`config.mk`:
```
export PLATFORM = sky130hd
export DESIGN_NAME = load_sense_mux_diag
export DESIGN_NICKNAME = d
export VERILOG_FILES = /design/src/load_sense_pkg.sv /design/src/fault_if.sv /design/src/fault_latch_bank.sv /design/src/sense_router.sv /design/src/load_sense_mux_diag.sv
export VERILOG_INCLUDE_DIRS = /design/src
export SDC_FILE = /design/constraint.sdc
export NUM_CORES = 1
export LEC_CHECK = 0
export BUFFER_PORTS_ARGS = -buffer_cell sky130_fd_sc_hd__buf_2
export CORE_UTILIZATION = 30
export CTS_BUF_LIST = sky130_fd_sc_hd__clkbuf_16
export DETAILED_ROUTE_END_ITERATION = 8
export GPL_TIMING_DRIVEN = 1
export HOLD_SLACK_MARGIN = 0.06
export MAX_ROUTING_LAYER = met4
export PLACE_DENSITY_LB_ADDON = 0.25
export SLEW_MARGIN = 20
export SYNTH_ARGS = -nofsm -noshare
export SYNTH_HDL_FRONTEND = slang
export SYNTH_HIERARCHICAL = 1
export SYNTH_SLANG_ARGS = --single-unit
```
`constraint.sdc`:
```
create_clock -name CORE_CLK_I -period 3.1 [get_ports CORE_CLK_I]
set_input_delay 0.155 -clock CORE_CLK_I [delete_from_list [all_inputs] [get_ports CORE_CLK_I]]
set_output_delay 0.155 -clock CORE_CLK_I [all_outputs]
set_load 0.05 [all_outputs]
```
`src/load_sense_map.svh`:
```
// Register offsets, field positions, reset values and settling counts of
// the load sense multiplexer and diagnosis block.
// Assumes the includer uses the values at the widths named below.
`ifndef LOAD_SENSE_MAP_SVH
`define LOAD_SENSE_MAP_SVH

// ----------------------------------------------------------------------
// Register offsets (byte addresses, one word each)
// ----------------------------------------------------------------------
`define ADDR_DIAG_CTRL   8'h00
`define ADDR_HW_CFG      8'h04
`define ADDR_DIAG_WORD   8'h08
`define ADDR_IRQ_STAT    8'h0C
`define ADDR_IRQ_MASK    8'h10

// ----------------------------------------------------------------------
// Field positions
// ----------------------------------------------------------------------
`define SEL_MSB          2
`define SEL_LSB          0
`define BYPASS_BIT       3
`define SETTLED_BIT      4
`define THERM_CLR_BIT    0
`define IRQ_OVL_BIT      0
`define IRQ_OT_BIT       1
`define IRQ_W            2

// ----------------------------------------------------------------------
// Select codes and reset values
// ----------------------------------------------------------------------
`define SEL_LAST_CHAN    3'h4
`define SEL_DISABLE      3'h6
`define SEL_STANDBY      3'h7
`define SEL_RESET        3'h6
`define IRQ_MASK_RESET   2'h0
`define HI_CH_COUNT      3

// ----------------------------------------------------------------------
// Settling times in microseconds and their cycle counts at the core rate
// ----------------------------------------------------------------------
`define CLK_MHZ          50
`define T_MUX_US         30
`define T_EN_US          25
`define T_ON_HI_US       300
`define T_ON_LO_US       180
`define CYC_MUX          (`T_MUX_US * `CLK_MHZ)
`define CYC_EN           (`T_EN_US * `CLK_MHZ)
`define CYC_ON_HI        (`T_ON_HI_US * `CLK_MHZ)
`define CYC_ON_LO        (`T_ON_LO_US * `CLK_MHZ)

`endif

```
`src/load_sense_pkg.sv`:
```
// Types shared by the load sense multiplexer and diagnosis modules.
// Assumes nothing of its surroundings.
package load_sense_pkg;

    // ------------------------------------------------------------------
    // Types
    // ------------------------------------------------------------------
    typedef logic [2:0] sense_sel_t;
    typedef logic [15:0] settle_cnt_t;
    typedef enum logic {SETTLE_IDLE, SETTLE_RUN} settle_state_t;

endpackage

```
`src/fault_if.sv`:
```
// Carrier between the diagnosis top and its fault latch bank.
// Assumes one clock domain shared by both ends.
`timescale 1ns/1ps
interface fault_if #(parameter int NCH = 5);
    logic [NCH-1:0] overcurrent;
    logic [NCH-1:0] overtemp;
    logic           diag_clear;
    logic           thermal_clear;
    logic [NCH-1:0] overload_lat;
    logic [NCH-1:0] thermal_lat;
    logic [NCH-1:0] fault_flag;
    logic [NCH-1:0] new_overload;
    logic [NCH-1:0] new_thermal;

    modport bank (
        input  overcurrent, overtemp, diag_clear, thermal_clear,
        output overload_lat, thermal_lat, fault_flag,
        output new_overload, new_thermal
    );
    modport ctrl (
        output overcurrent, overtemp, diag_clear, thermal_clear,
        input  overload_lat, thermal_lat, fault_flag,
        input  new_overload, new_thermal
    );
endinterface

```
`src/fault_latch_bank.sv`:
```
// Per-channel overload and overtemperature latches with fault flags.
// Assumes the clear strobes are one-cycle pulses in the core domain.
`timescale 1ns/1ps
module fault_latch_bank #(
    parameter int NCH = 5
) (
    // Clock and reset
    input wire logic clk_i,
    input wire logic rst_n_i,
    // Fault carrier
    fault_if.bank    flt
);

    // ------------------------------------------------------------------
    // Latches
    // ------------------------------------------------------------------
    // A fault present in the clearing cycle wins, so no event is lost.
    for (genvar g = 0; g < NCH; g++) begin : g_ch
        always_ff @(posedge clk_i or negedge rst_n_i) begin
            if (!rst_n_i) begin
                flt.overload_lat[g] <= 1'b0;
            end else if (flt.overcurrent[g]) begin
                flt.overload_lat[g] <= 1'b1;
            end else if (flt.diag_clear) begin
                flt.overload_lat[g] <= 1'b0;
            end
        end

        // Only the dedicated command clears this one, never a read.
        always_ff @(posedge clk_i or negedge rst_n_i) begin
            if (!rst_n_i) begin
                flt.thermal_lat[g] <= 1'b0;
            end else if (flt.overtemp[g]) begin
                flt.thermal_lat[g] <= 1'b1;
            end else if (flt.thermal_clear) begin
                flt.thermal_lat[g] <= 1'b0;
            end
        end

        // Separate storage, one flag reported for either cause.
        assign flt.fault_flag[g] = flt.overload_lat[g] |
                                   flt.thermal_lat[g];
        assign flt.new_overload[g] = flt.overcurrent[g] &
                                     ~flt.overload_lat[g];
        assign flt.new_thermal[g] = flt.overtemp[g] & ~flt.thermal_lat[g];
    end

    // ------------------------------------------------------------------
    // Assertions
    // ------------------------------------------------------------------
    a_overload_clear: assert property (@(posedge clk_i) disable iff (!rst_n_i)
        flt.diag_clear |=> ((flt.overload_lat & ~$past(flt.overcurrent))
                            == '0))
        else $error("overload latch survived a diagnosis clear");

    a_thermal_kept: assert property (@(posedge clk_i) disable iff (!rst_n_i)
        !flt.thermal_clear |=> ((flt.thermal_lat & $past(flt.thermal_lat))
                                == $past(flt.thermal_lat)))
        else $error("thermal latch lost without clear command");

    a_fault_set: assert property (@(posedge clk_i) disable iff (!rst_n_i)
        1'b1 |=> ((flt.fault_flag & $past(flt.overcurrent | flt.overtemp))
                  == $past(flt.overcurrent | flt.overtemp)))
        else $error("fault flag missing after a fault");

endmodule

```
`src/sense_router.sv`:
```
// Decodes the sense select code into a registered channel route, pin
// enable, standby request and bypass compare result.
// Assumes the select code and fault inputs are in the core domain.
`timescale 1ns/1ps
`include "load_sense_map.svh"
module sense_router #(
    parameter int NCH = 5
) (
    // Clock and reset
    input  wire logic                      clk_i,
    input  wire logic                      rst_n_i,
    // Control and channel state
    input  wire load_sense_pkg::sense_sel_t sel_i,
    input  wire logic [NCH-1:0]            ch_on_i,
    input  wire logic [NCH-1:0]            blocked_i,
    input  wire logic [NCH-1:0]            vds_above_i,
    // Decoded outputs
    output logic [NCH-1:0]                 route_o,
    output logic                           oe_o,
    output logic                           standby_o,
    output logic                           bypass_o
);

    logic           is_chan;
    logic [NCH-1:0] next_route;
    logic           next_bypass;

    // ------------------------------------------------------------------
    // Decode
    // ------------------------------------------------------------------
    // A channel is routed only when it is on, has no live fault and no latched overtemperature.
    always_comb begin
        next_route  = '0;
        next_bypass = 1'b0;
        is_chan     = (sel_i <= `SEL_LAST_CHAN);
        for (int i = 0; i < NCH; i++) begin
            if (is_chan && sel_i == 3'(i)) begin
                next_route[i] = ch_on_i[i] & ~blocked_i[i];
                next_bypass   = vds_above_i[i];
            end
        end
    end

    // Registered so the analog switch controls never glitch.
    always_ff @(posedge clk_i or negedge rst_n_i) begin
        if (!rst_n_i) begin
            route_o   <= '0;
            oe_o      <= 1'b0;
            standby_o <= 1'b0;
            bypass_o  <= 1'b0;
        end else begin
            route_o   <= next_route;
            oe_o      <= |next_route;
            standby_o <= (sel_i == `SEL_STANDBY);
            bypass_o  <= next_bypass;
        end
    end

    // ------------------------------------------------------------------
    // Assertions
    // ------------------------------------------------------------------
    a_disable_quiet: assert property (@(posedge clk_i) disable iff (!rst_n_i)
        (sel_i == `SEL_DISABLE) |=> (!oe_o && route_o == '0))
        else $error("sense pin driven while disabled");

    a_blocked_off: assert property (@(posedge clk_i) disable iff (!rst_n_i)
        1'b1 |=> ((route_o & $past(blocked_i | ~ch_on_i)) == '0))
        else $error("faulted or off channel routed");

    a_route_one: assert property (@(posedge clk_i) disable iff (!rst_n_i)
        (sel_i <= `SEL_LAST_CHAN) |=>
            (route_o & ~(NCH'(1) << $past(sel_i))) == '0)
        else $error("route does not match select code");

    a_bypass_follow: assert property (@(posedge clk_i) disable iff (!rst_n_i)
        (sel_i <= `SEL_LAST_CHAN) |=>
            bypass_o == $past(vds_above_i[sel_i]))
        else $error("bypass result not from selected channel");

    a_standby_zero: assert property (@(posedge clk_i) disable iff (!rst_n_i)
        (sel_i == `SEL_STANDBY) |=> (standby_o && !bypass_o))
        else $error("standby decode wrong");

endmodule

```
`src/load_sense_mux_diag.sv`:
```
// Top of the load sense multiplexer and diagnosis block of a five
// channel high-side switch: select register, fault latches, bypass
// monitor result, settling timer and interrupt.
// Assumes all inputs are synchronous to CORE_CLK_I and that the serial
// frame engine pulses DIAG_XMIT_I while a diagnosis word goes out.
`timescale 1ns/1ps
`include "load_sense_map.svh"
module load_sense_mux_diag #(
    parameter int NCH       = 5,
    parameter int ON_HI_CYC = `CYC_ON_HI,
    parameter int ON_LO_CYC = `CYC_ON_LO
) (
    // Clock and reset
    input  wire logic            CORE_CLK_I,
    input  wire logic            RESETN_I,
    // Register port
    input  wire logic [7:0]      ADDR_I,
    input  wire logic [31:0]     WDATA_I,
    input  wire logic            WR_I,
    input  wire logic            RD_I,
    output logic [31:0]          RDATA_O,
    // Channel state from the power stages
    input  wire logic [NCH-1:0]  CH_ON_I,
    input  wire logic [NCH-1:0]  OVERCURRENT_I,
    input  wire logic [NCH-1:0]  OVERTEMP_I,
    input  wire logic [NCH-1:0]  VDS_ABOVE_I,
    // Serial frame engine
    input  wire logic            DIAG_XMIT_I,
    // Sense output pin control
    output logic [NCH-1:0]       SENSE_ROUTE_O,
    output logic                 SENSE_OE_O,
    output logic                 SENSE_STANDBY_O,
    output logic                 SENSE_SETTLED_O,
    // Diagnosis and interrupt
    output logic [NCH-1:0]       CHANNEL_FAULT_FLAG_O,
    output logic                 IRQ_O
);

    // ------------------------------------------------------------------
    // Constants
    // ------------------------------------------------------------------
    localparam load_sense_pkg::settle_cnt_t CYC_MUX   = 16'(`CYC_MUX);
    localparam load_sense_pkg::settle_cnt_t CYC_EN    = 16'(`CYC_EN);
    localparam load_sense_pkg::settle_cnt_t CYC_ON_HI = 16'(ON_HI_CYC);
    localparam load_sense_pkg::settle_cnt_t CYC_ON_LO = 16'(ON_LO_CYC);

    // ------------------------------------------------------------------
    // Declarations
    // ------------------------------------------------------------------
    load_sense_pkg::sense_sel_t    sense_select;
    load_sense_pkg::sense_sel_t    next_select;
    load_sense_pkg::settle_state_t settle_state;
    load_sense_pkg::settle_cnt_t   settle_cnt;
    load_sense_pkg::settle_cnt_t   next_load_val;
    logic [`IRQ_W-1:0]             irq_status;
    logic [`IRQ_W-1:0]             irq_mask;
    logic [`IRQ_W-1:0]             irq_event;
    logic [NCH-1:0]                ch_on_q;
    logic [NCH-1:0]                ch_rise;
    logic                          bypass_compare_result;
    logic                          settled;
    logic                          sel_write;
    logic                          sel_change;
    logic                          sel_is_chan;
    logic                          sel_ch_rise;
    logic                          settle_load;
    logic                          diag_read;
    logic                          stat_read;
    logic                          thermal_latch_clear;
    logic [31:0]                   next_rdata;

    fault_if #(.NCH(NCH)) flt ();

    // ------------------------------------------------------------------
    // Register decode
    // ------------------------------------------------------------------
    // Strobes are single cycle, so each decoded term is a pulse.
    assign sel_write   = WR_I && (ADDR_I == `ADDR_DIAG_CTRL);
    assign next_select = WDATA_I[`SEL_MSB:`SEL_LSB];
    assign sel_change  = sel_write && (next_select != sense_select);
    assign diag_read   = RD_I && (ADDR_I == `ADDR_DIAG_WORD);
    assign stat_read   = RD_I && (ADDR_I == `ADDR_IRQ_STAT);
    assign thermal_latch_clear = WR_I && (ADDR_I == `ADDR_HW_CFG) &&
                                 WDATA_I[`THERM_CLR_BIT];

    // The select field steers routing and the bypass monitor at once.
    always_ff @(posedge CORE_CLK_I or negedge RESETN_I) begin
        if (!RESETN_I) begin
            sense_select <= `SEL_RESET;
        end else if (sel_write) begin
            sense_select <= next_select;
        end
    end

    always_ff @(posedge CORE_CLK_I or negedge RESETN_I) begin
        if (!RESETN_I) begin
            irq_mask <= `IRQ_MASK_RESET;
        end else if (WR_I && ADDR_I == `ADDR_IRQ_MASK) begin
            irq_mask <= WDATA_I[`IRQ_W-1:0];
        end
    end

    // ------------------------------------------------------------------
    // Fault latches
    // ------------------------------------------------------------------
    // The frame engine strobe lands between the second and third serial
    // edges; a register read of the diagnosis word counts the same way.
    assign flt.overcurrent   = OVERCURRENT_I;
    assign flt.overtemp      = OVERTEMP_I;
    assign flt.diag_clear    = DIAG_XMIT_I | diag_read;
    assign flt.thermal_clear = thermal_latch_clear;

    fault_latch_bank #(.NCH(NCH)) u_bank (
        .clk_i   (CORE_CLK_I),
        .rst_n_i (RESETN_I),
        .flt     (flt.bank)
    );

    // ------------------------------------------------------------------
    // Sense routing
    // ------------------------------------------------------------------
    sense_router #(.NCH(NCH)) u_router (
        .clk_i       (CORE_CLK_I),
        .rst_n_i     (RESETN_I),
        .sel_i       (sense_select),
        .ch_on_i     (CH_ON_I),
        .blocked_i   (OVERCURRENT_I | OVERTEMP_I | flt.thermal_lat),
        .vds_above_i (VDS_ABOVE_I),
        .route_o     (SENSE_ROUTE_O),
        .oe_o        (SENSE_OE_O),
        .standby_o   (SENSE_STANDBY_O),
        .bypass_o    (bypass_compare_result)
    );

    // ------------------------------------------------------------------
    // Settling timer
    // ------------------------------------------------------------------
    // The settled bit spares the host a blind wait; it does not stall
    // the routing, which follows the select field at once.
    always_ff @(posedge CORE_CLK_I or negedge RESETN_I) begin
        if (!RESETN_I) begin
            ch_on_q <= '0;
        end else begin
            ch_on_q <= CH_ON_I;
        end
    end

    assign ch_rise     = CH_ON_I & ~ch_on_q;
    assign sel_is_chan = (sense_select <= `SEL_LAST_CHAN);

    // Pick the wait for whichever change just happened.
    always_comb begin
        sel_ch_rise   = 1'b0;
        next_load_val = CYC_EN;
        for (int i = 0; i < NCH; i++) begin
            if (sel_is_chan && sense_select == 3'(i)) begin
                sel_ch_rise = ch_rise[i];
            end
        end
        if (sel_change) begin
            if (next_select > `SEL_LAST_CHAN) begin
                next_load_val = CYC_EN;
            end else if (sense_select == `SEL_DISABLE) begin
                next_load_val = CYC_EN;
            end else begin
                next_load_val = CYC_MUX;
            end
        end else if (sense_select < 3'(`HI_CH_COUNT)) begin
            next_load_val = CYC_ON_HI;
        end else begin
            next_load_val = CYC_ON_LO;
        end
    end

    assign settle_load = sel_change | sel_ch_rise;

    always_ff @(posedge CORE_CLK_I or negedge RESETN_I) begin
        if (!RESETN_I) begin
            settle_state <= load_sense_pkg::SETTLE_IDLE;
            settle_cnt   <= '0;
            settled      <= 1'b1;
        end else if (settle_load) begin
            settle_state <= load_sense_pkg::SETTLE_RUN;
            settle_cnt   <= next_load_val;
            settled      <= 1'b0;
        end else begin
            case (settle_state)
                load_sense_pkg::SETTLE_IDLE: begin
                    settled <= 1'b1;
                end
                load_sense_pkg::SETTLE_RUN: begin
                    if (settle_cnt <= 16'h0001) begin
                        settle_state <= load_sense_pkg::SETTLE_IDLE;
                        settled      <= 1'b1;
                    end else begin
                        settle_cnt <= settle_cnt - 16'h0001;
                    end
                end
                default: begin
                    settle_state <= load_sense_pkg::SETTLE_IDLE;
                end
            endcase
        end
    end

    assign SENSE_SETTLED_O = settled;

    // ------------------------------------------------------------------
    // Interrupt
    // ------------------------------------------------------------------
    // New events win over the read that clears, so none is dropped.
    assign irq_event[`IRQ_OVL_BIT] = |flt.new_overload;
    assign irq_event[`IRQ_OT_BIT]  = |flt.new_thermal;

    always_ff @(posedge CORE_CLK_I or negedge RESETN_I) begin
        if (!RESETN_I) begin
            irq_status <= '0;
        end else if (stat_read) begin
            irq_status <= irq_event;
        end else begin
            irq_status <= irq_status | irq_event;
        end
    end

    assign IRQ_O = |(irq_status & irq_mask);
    assign CHANNEL_FAULT_FLAG_O = flt.fault_flag;

    // ------------------------------------------------------------------
    // Read data
    // ------------------------------------------------------------------
    // Read data stand for one cycle only and are zero otherwise.
    always_comb begin
        next_rdata = 32'h0000_0000;
        if (RD_I) begin
            case (ADDR_I)
                `ADDR_DIAG_CTRL: begin
                    next_rdata[`SEL_MSB:`SEL_LSB] = sense_select;
                    next_rdata[`BYPASS_BIT] = bypass_compare_result;
                    next_rdata[`SETTLED_BIT] = settled;
                end
                `ADDR_DIAG_WORD: begin
                    next_rdata[NCH-1:0] = flt.fault_flag;
                end
                `ADDR_IRQ_STAT: begin
                    next_rdata[`IRQ_W-1:0] = irq_status | irq_event;
                end
                `ADDR_IRQ_MASK: begin
                    next_rdata[`IRQ_W-1:0] = irq_mask;
                end
                default: begin
                    next_rdata = 32'h0000_0000;
                end
            endcase
        end
    end

    always_ff @(posedge CORE_CLK_I or negedge RESETN_I) begin
        if (!RESETN_I) begin
            RDATA_O <= 32'h0000_0000;
        end else begin
            RDATA_O <= next_rdata;
        end
    end

    // ------------------------------------------------------------------
    // Assertions
    // ------------------------------------------------------------------
    a_select_write: assert property (@(posedge CORE_CLK_I)
        disable iff (!RESETN_I)
        sel_write |=> sense_select == $past(next_select))
        else $error("select field not taken");

    a_bypass_read: assert property (@(posedge CORE_CLK_I)
        disable iff (!RESETN_I)
        (RD_I && ADDR_I == `ADDR_DIAG_CTRL) |=>
            RDATA_O[`BYPASS_BIT] == $past(bypass_compare_result))
        else $error("bypass bit not readable");

    a_diag_keeps_ot: assert property (@(posedge CORE_CLK_I)
        disable iff (!RESETN_I)
        (diag_read && !thermal_latch_clear && flt.thermal_lat != '0) |=>
            ((flt.thermal_lat & $past(flt.thermal_lat))
             == $past(flt.thermal_lat)))
        else $error("diagnosis read cleared a thermal latch");

    a_settle_start: assert property (@(posedge CORE_CLK_I)
        disable iff (!RESETN_I)
        sel_change |=> !SENSE_SETTLED_O [*2])
        else $error("settled flag not dropped on select change");

endmodule

```
==> flow_summary_export.csv, run 1 <==
group,metric,value,unit
logic_synthesis,yosys_most_used_dff,"dfrtp_1",
critical_path,critPathTopFamily,"simple AND/OR/NAND/NOR gates",
drt,drtPass1Iterations,4,
logic_synthesis,yosys.area.top_type,"dfrtp_1",
logic_synthesis,ys_ff_latch,53,
finish,area_growth,19.75,%
global_routing,grt_pass1_wl,11.03,mm
logic_synthesis,synth_area_leaders,"dfrtp_1 (43%), buf_4 (6.9%), xor2_1 (3.6%)",
critical_path,crit_path_cell_trace,"or4_4 -> or4_4 -> o31ai_4 -> mux2_4 -> o21ai_2",
timing,timing.hold.ws,0.06755,ns
global_routing,grt_max_degree,34,
finish,fill_cells,976,
timing,worstMarginPinSlew,0.7680,ns
critical_path,endpoint_kind,"register",
cts,insertion_delay,0.29,ns
logic_synthesis,synthCells,289,
timing,finalWorstSetupSlack,0.6395,ns
floorplanning,row_count,35,
timing,fmax,0.4064,GHz
placement,numPortBuffers,54,
floorplanning,initial_core_util,0.3130,
finish,multi_input_area,1426,µm²
timing,rsz0062_at_grt,"false",
placement,dp_slack,0.6529,ns
placement,postPlaceCellArea,3248,µm²
run,drv_cap,0,
cts,cts_root_buffer,"clkbuf_16",
finish,final_cell_mix,"buf_2 (54), dfrtp_1 (50), conb_1 (27)",
logic_synthesis,ys_seq_area_frac,0.4535,
power,p_per_area,549.9,nW/µm²
critical_path,slowest_delay,0.63,ns
logic_synthesis,yosysWarnings,6,
logic_synthesis,async_flop_share,1.000,
drt,route.antenna.remaining_nets,0,
floorplanning,dieArea,10180,µm²
critical_path,path_common_cell,"or4_4",
global_routing,grt_overflow,0,
logic_synthesis,syn_area,2933,µm²
critical_path,critPathRequiredTime,3.31,ns
placement,dp_hpwl,5.030,mm
logic_synthesis,synth_top_area_share,0.4266,
floorplanning,die_w,100.9,µm
timing,finalMaxSlewViolations,0,
timing,setup_violations,0,
finish,final_cell_area,3512,µm²
cts,cts_htree_levels,2,
finish,nNetsFinal,418,
finish,post-route-util,0.3748,
timing,post-route-period-util,0.7937,
drt,drcViolationCount,0,
drt,totalWireLength,6.613,mm
global_routing,track_usage,0.1426,
floorplanning,core_area,9371,µm²
drt,wl_per_cell,13.75,µm
critical_path,arrival,2.68,ns
finish,final_common_cell,"buf_2",
logic_synthesis,avgSynthCellArea,10.15,µm²
outcome,status,"finished clean",
global_routing,grt_pass1_vias,2265,
timing,finalSetupTns,0,ns
cts,cts_buffer_depth,2,
drt,dr_total_vias,2276,
timing,hold_violations,0,
power,ir_drop,0.2341,mV
drt,drtIter0Drc,92,
logic_synthesis,ys_types,64,
cts,clock-sinks,53,
critical_path,cp-start-kind,"register",
cts,post_cts_buffers,0,
critical_path,cp_max_fo,8,
critical_path,path_buf_inv,0,
floorplanning,die_y,100.9,µm
cts,clk_pin_slew,0.07,ns
finish,antennaDiodeCount,0,
placement,place.gp.congestion,0.8694,
power,p_leak,1.547,nW
timing,period_needed,2.461,ns
finish,drive_gt1_frac,0.2585,
finish,seq_area,1330,µm²
floorplanning,ios,111,
critical_path,cpMaxStageDelayCell,"or4_4",
cts,cts_resized,0,
critical_path,worstSetupPathType,"reg -> reg",
cts,cts_tree,"built",
min_path,hp-class,"in -> reg",
drt,viasPerCell,4.732,
timing,maxSlewHeadroom,0.4880,
cts,cts_buffers,5,
logic_synthesis,synth_edf_count,0,
timing,worst_clock_skew,0.006174,ns
global_routing,antenna_found_initial,0,
## path summary, 6_finish.rpt
kind                                            start                    endpoint  slack (ns)  depth (start not counted)
setup / recovery                        settle_cnt[4]               settle_cnt[1]        0.64                          5
hold / removal                          OVERTEMP_I[3]   u_bank/flt.thermal_lat[3]        0.07                          2
setup reg to reg                        settle_cnt[4]               settle_cnt[1]        0.64                          5
hold reg to reg            u_bank/flt.overload_lat[1]  u_bank/flt.overload_lat[1]        0.50                          1
max in group asynchronous                    RESETN_I             sense_select[1]        1.79                          3
min in group asynchronous                    RESETN_I              settle_cnt[13]        0.48                          2
## per-stage QoR
stage,cells,power (mW)
floorplan,315,1.133
global placement,466,1.212
detailed placement,466,1.216
CTS,481,1.952
global route,481,2.027
finish,481,1.931
## report_power, final
part	leakage, nW	switching [mW]	internal, mW	total (mW)
clock network	0.0944	0.252	0.466	0.718
registers	0.620	0.0764	0.749	0.825
logic	0.833	0.240	0.148	0.388
## kinds of logic after synthesis
kind of cell	after synthesis	synth area share
AND/OR/NAND/NOR	109	0.2210
XOR/XNOR	15	0.04480
multiplexers	8	0.03541
buffers and inverters	44	0.09343
flip-flops	53	0.4535
AO/OA/AOI/OAI	57	0.1421
adder cells (fa/ha/maj)	2	0.008531
other	1	0.001279
## layer usage
metal  track usage  up-vias  part of all wire
li1              -     1113                 -
met1        0.1883     1091              0.47
met2        0.2329       67              0.48
met3       0.02566        5             0.042
met4       0.02341        0            0.0051
met5             -        -                 0
## what timing repair did
item	4_1_cts	5_1_grt
hold buffers	7	0
endpoints found under the hold margin	37	0
endpoints found under the setup margin	0	0
## worst reg2reg max path: cells and delay by family (launching register included)
kind               cells  cell delay, ns
AOI/OAI and AO/OA      2            0.41
DFF                    1            0.44
muxes                  1            0.34
and+or+nand+nor        2            1.21
## synthesized netlist by cell type, types with 2 or more instances
library cell  count
dfrtp_1          50
buf_4            27
nor2_1           19
a21o_1           13
xor2_1           12
a21oi_1          11
nand2_1          11
nor2b_1          10
nor3_1           10
clkbuf_1          8
nand3_1           8
inv_1             6
o21ai_0           6
or2_1             6
or3_1             6
mux2_2            5
or4_1             5
nor4_1            4
a32o_1            3
and4b_1           3
dfstp_2           3
nand4_1           3
nand4b_1          3
o211ai_1          3
or2_2             3
xnor2_1           3
a211o_1           2
and2_1            2
ha_1              2
inv_2             2
nand2b_1          2
nand3b_1          2
nor4b_1           2
o22a_1            2
o22ai_1           2
or4_4             2
## final cells by class
class | count | area share
clock inverters | 3 | 0.01959
well taps | 129 | 0.04596
repair buffers | 65 | 0.1055
multi-input cells | 218 | 0.4061
clock buffers | 5 | 0.03563
flip-flops and latches | 53 | 0.3787
inverters | 8 | 0.008550
## sequential cells by signal, summed over array words and instances (netlist names), 2 cells and up
name                     cells
u_router/route_o             5
irq_mask                     2
u_bank/flt.overload_lat      5
sense_select                 3
settle_cnt                  16
ch_on_q                      5
u_bank/flt.thermal_lat       5
RDATA_O                      5
irq_status                   2
(Power assumes the default switching activity.)
==> run 2: changes to the inputs <==
Clock period 3.1 ns to 2.1 ns, I/O delays scaled along.
==> flow_summary_export.csv, run 2 (synthesis results as in run 1) <==
group,metric,value,unit
finish,largest_reg_flops,16,
finish,final_cell_area,3870,µm²
run,drv_cap,0,
timing,finalWorstSetupSlack,-0.07261,ns
drt,wl_met1,3.150,mm
finish,multi_input_area,1461,µm²
min_path,min_from,"VDS_ABOVE_I[4]",
floorplanning,dieArea,10180,µm²
timing,worstMarginPinSlew,0.6518,ns
critical_path,cp_max_fo,3,
drt,wl_per_cell,13.57,µm
finish,drive_gt1_frac,0.3275,
critical_path,r2r-start,"settle_cnt[12]",
cts,cts_root_buffer,"clkbuf_16",
outcome,status,"finished with violations",
global_routing,antenna_found_initial,0,
power,p_per_area,711.6,nW/µm²
timing,fmax,0.4603,GHz
global_routing,track_usage,0.1537,
outcome,violations,"setup timing",
global_routing,grt_overflow,0,
timing,maxSlewHeadroom,0.5655,
finish,antennaDiodeCount,0,
timing,period_needed,2.173,ns
min_path,holdPathStages,3,
placement,dp_hpwl,5.611,mm
placement,numPortBuffers,54,
timing,worst_clock_skew,0.006336,ns
drt,drcViolationCount,0,
drt,viasPerCell,4.648,
timing,rsz0062_at_grt,"true",
timing,post-route-period-util,1.035,
global_routing,grt_pass1_vias,2465,
finish,seq_area,1330,µm²
timing,finalMaxSlewViolations,0,
global_routing,grt_pass1_wl,11.69,mm
cts,insertion_delay,0.29,ns
min_path,hold_end,"u_router/bypass_o",
floorplanning,die_y,100.9,µm
critical_path,endpoint_kind,"register",
finish,nNetsFinal,463,
cts,cts_buffer_depth,2,
finish,final_common_cell,"buf_2",
global_routing,grt_max_degree,28,
drt,totalWireLength,7.138,mm
floorplanning,row_count,35,
cts,clk_pin_slew,0.07,ns
floorplanning,die_w,100.9,µm
drt,top_layer_used,"met4",
power,power,2.754,mW
min_path,hp-class,"in -> reg",
floorplanning,ios,111,
critical_path,worst_r2r_endpoint,"settle_cnt[1]",
finish,fill_cells,959,
critical_path,cp-start-kind,"register",
timing,hold_violations,0,
critical_path,critPathRequiredTime,2.32,ns
floorplanning,core_area,9371,µm²
cts,cts_buffers,5,
drt,dr_total_vias,2445,
drt,drtPass1Iterations,4,
finish,max_flop_register,"settle_cnt",
drt,met2_length,3.669,mm
drt,drtIter0Drc,69,
critical_path,arrival,2.39,ns
placement,postPlaceCellArea,3538,µm²
drt,dr_wl_met3,228,µm
timing,timing.hold.ws,0.07269,ns
critical_path,r2r_slack,-0.07,ns
finish,final_cell_mix,"buf_2 (54), dfrtp_1 (50), buf_4 (39)",
power,ir_drop,0.3092,mV
timing,setup_violations,4,
cts,cts_htree_levels,2,
power,p_leak,1.750,nW
cts,clock-sinks,53,
placement,place.gp.congestion,0.8444,
drt,route.antenna.remaining_nets,0,
critical_path,rr_worst_depth,5,
finish,area_growth,31.95,%
placement,dp_slack,-0.09732,ns
critical_path,worstSetupPathType,"reg -> reg",
floorplanning,initial_core_util,0.3130,
cts,cts_tree,"built",
==> run 2: cell count changes in the layout (fill, tap and decap cells not counted), sizes merged <==
| cell | delta |
|---|---|
| dlygate4sd3 | +9 |
| buf | +36 |
| clkinvlp | +2 |
| bufinv | -2 |
==> run 2: stage by stage <==
step | TNS, ns | util | instances
after global placement | -0.1168 | 0.3776 | 502
after global routing | -0.5420 | 0.4130 | 526
after CTS | -0.1106 | 0.4115 | 526
after floorplan | -0.2766 | - | 315
after detailed placement | -0.1648 | 0.3776 | 502
final | -0.09907 | 0.4130 | 526
==> run 2: repair_timing <==
item / 4_1_cts / 5_1_grt
setup endpoints to repair: 4 / 10
hold endpoints to repair: 41 / 0
pin swaps: 1 / 4
gates resized for setup: 2 / 3
hold buffers: 16 / 0
setup buffers: 0 / 0
==> run 2: area by class of cell <==
type,count,area share
flip-flops and latches,53,0.3437
repair buffers,110,0.1920
multi-input cells,218,0.3776
clock buffers,5,0.03233
well taps,129,0.04171
inverters,8,0.007759
clock inverters,3,0.004850
==> run 2: worst max-delay path by stage <==
stage               depth (start not counted)            end           start  slack, ns
finish                                      5  settle_cnt[1]  settle_cnt[12]      -0.07
global placement                            5  settle_cnt[1]  settle_cnt[12]      -0.09
floorplan                                   6  settle_cnt[1]  settle_cnt[10]      -0.23
global route                                5  settle_cnt[1]  settle_cnt[12]      -0.14
detailed placement                          5  settle_cnt[1]  settle_cnt[12]       -0.1
CTS                                         5  settle_cnt[1]  settle_cnt[12]      -0.07
==> run 2: power by group <==
group	total, mW	internal (mW)	switching (mW)
Sequential	1.18	1.11	0.0786
Combinational	0.771	0.347	0.425
Clock	0.798	0.438	0.361
Total	2.75	1.89	0.864
==> run 2: critical path, cell delays in order, from the launching register on <==
cell and delay (ns):
dfrtp_1 0.37, or4_4 0.55, or4_4 0.53, o31ai_4 0.22
mux2_4 0.32, o21ai_2 0.11
==> run 2: per-layer routing <==
layer,track usage,vias up
met5,-,-
met2,0.2677,66
met1,0.1849,1171
met3,0.02219,8
met4,0.04459,0
li1,-,1200
==> run 3: changes to the inputs <==
Settings changed: CELL_PAD_IN_SITES_DETAIL_PLACEMENT set to 1, CELL_PAD_IN_SITES_GLOBAL_PLACEMENT set to 2, CORE_UTILIZATION 30 to 26.
==> flow_summary_export.csv, run 3 (synthesis results as in run 1) <==
group,metric,value,unit
outcome,status,"finished with violations",
outcome,violations,"setup timing",
finish,post-route-util,0.3589,
finish,drive_gt1_frac,0.3409,
finish,fin_cells,539,
cts,clock-sinks,53,
critical_path,crit_end,"settle_cnt[3]",
floorplanning,ios,111,
critical_path,crit_path_start,"settle_cnt[10]",
drt,drtIter0Drc,43,
power,p_switching,0.9312,mW
placement,place.gp.congestion,0.7891,
timing,worstMarginPinSlew,0.6627,ns
critical_path,worst_r2r_endpoint,"settle_cnt[3]",
global_routing,grt_use_met3,0.02351,
finish,largest_reg_flops,16,
critical_path,cp_max_fo,7,
timing,maxSlewHeadroom,0.5582,
finish,antennaDiodeCount,0,
global_routing,antenna_found_initial,0,
placement,numPortBuffers,54,
global_routing,grt_pass1_wl,13.05,mm
min_path,hp-class,"in -> reg",
drt,route.antenna.remaining_nets,0,
power,p_per_area,720.2,nW/µm²
power,intPower,1.896,mW
timing,hold_violations,0,
power,power,2.827,mW
global_routing,track_usage,0.1501,
cts,insertion_delay,0.30,ns
critical_path,cp-start-kind,"register",
cts,clk_pin_slew,0.07,ns
floorplanning,initial_core_util,0.2682,
finish,final_common_cell,"buf_2",
timing,finalMaxSlewViolations,0,
timing,fmax,0.4629,GHz
power,switching_share,0.3294,
floorplanning,core_area,10940,µm²
cts,cts_htree_levels,2,
finish,final_cell_mix,"buf_2 (55), dfrtp_1 (50), buf_4 (38)",
timing,worst_clock_skew,0.008180,ns
critical_path,r2r-start,"settle_cnt[10]",
finish,area_growth,33.83,%
floorplanning,dieArea,11710,µm²
cts,cts_buffer_depth,2,
drt,viasPerCell,4.610,
power,p_leak,1.767,nW
global_routing,gr-usage-met2,0.2548,
floorplanning,die_w,108.2,µm
global_routing,grt_pass1_vias,2602,
placement,dpl.cell_count,508,
drt,drcViolationCount,0,
timing,finalWorstSetupSlack,-0.06010,ns
drt,wl_per_cell,15.09,µm
finish,max_flop_register,"settle_cnt",
global_routing,grt_overflow,0,
critical_path,rr_worst_depth,6,
finish,nNetsFinal,465,
timing,finalSetupTns,-0.1331,ns
critical_path,endpoint_kind,"register",
cts,cts_tree,"built",
critical_path,arrival,2.34,ns
power,power.share.clock,0.306,
global_routing,met1_usage,0.1855,
drt,totalWireLength,8.131,mm
run,drv_cap,0,
placement,dp_hpwl,6.234,mm
cts,cts_root_buffer,"clkbuf_16",
power,p_comb_frac,0.275,
floorplanning,die_y,108.2,µm
timing,post-route-period-util,1.029,
global_routing,grt_max_degree,28,
timing,rsz0062_at_grt,"true",
finish,final_cell_area,3925,µm²
floorplanning,row_count,38,
placement,postPlaceCellArea,3515,µm²
drt,dr_total_vias,2485,
timing,setup_violations,3,
power,pwr-share-seq,0.420,
critical_path,critPathRequiredTime,2.28,ns
power,ir_drop,0.3303,mV
drt,drtPass1Iterations,4,
critical_path,worstSetupPathType,"reg -> reg",
critical_path,r2r_slack,-0.06,ns
cts,cts_buffers,5,
timing,period_needed,2.160,ns
global_routing,grt.busiest_layer,"met2",
## run 3: changes by cell type in the layout (fill, tap and decap cells not counted), sizes merged
cell         before  now
buf              94   95
clkinv            0    2
dlygate4sd3      16   17
clkinvlp          2    0
## run 3: power by group through the flow
stage	combinational (mW)	sequential [mW]	clock [mW]
after global placement	0.707	1.21	0
final	0.776	1.19	0.864
after detailed placement	0.713	1.21	0
after CTS	0.745	1.19	0.904
after floorplan	0.469	1.20	0
after global routing	0.853	1.20	0.940
## run 3: area by class of cell
type	count	area [µm²]
Fill cell	1277	7010
Multi-Input combinational cell	218	1476
Sequential cell	53	1330
Timing Repair Buffer	112	762.0
Tap cell	140	175.2
Clock buffer	5	125.1
Inverter	8	30.03
Clock inverter	3	26.28
## run 3: critical path, stage by stage (launching register included)
cell and delay, ns:
dfrtp_1 0.38, or4_4 0.54, or4_4 0.53, buf_6 0.16, nand2_2 0.05, nand3_2 0.07
a221o_1 0.31
## run 3: what timing repair did
action / CTS / global route
hold buffers: 17 / 0
setup endpoints to repair: 8 / 14
buffers inserted: 0 / 6
pin swaps: 5 / 16
gates resized for setup: 3 / 8
endpoints found under the hold margin: 42 / 0
## run 3: how the worst min path moves through the flow
stage | from | endpoint | slack, ns | cells past startpoint
final | WDATA_I[2] | sense_select[2] | 0.09 | 2
after global routing | WDATA_I[2] | sense_select[2] | 0.09 | 2
after CTS | WDATA_I[2] | sense_select[2] | 0.08 | 2
after detailed placement | RESETN_I | settle_cnt[13] | 0.18 | 1
after global placement | RESETN_I | settle_cnt[13] | 0.17 | 1
after floorplan | RESETN_I | RDATA_O[0] | -0.19 | 0
## run 3: per-layer routing
layer | share of wire | wire (µm)
met1 | 0.46 | 3719
met5 | 0 | 0
met3 | 0.025 | 202
met2 | 0.51 | 4139
met4 | 0.0086 | 70
## run 3: per-stage QoR
| step | hold slack, ns | setup WS, ns |
|---|---|---|
| after CTS | 0.07780 | -0.07338 |
| after global routing | 0.08610 | -0.1228 |
| after detailed placement | 0.1813 | -0.08849 |
| after global placement | 0.1749 | -0.06774 |
| after floorplan | -0.1906 | -0.2282 |
| final | 0.08617 | -0.06010 |
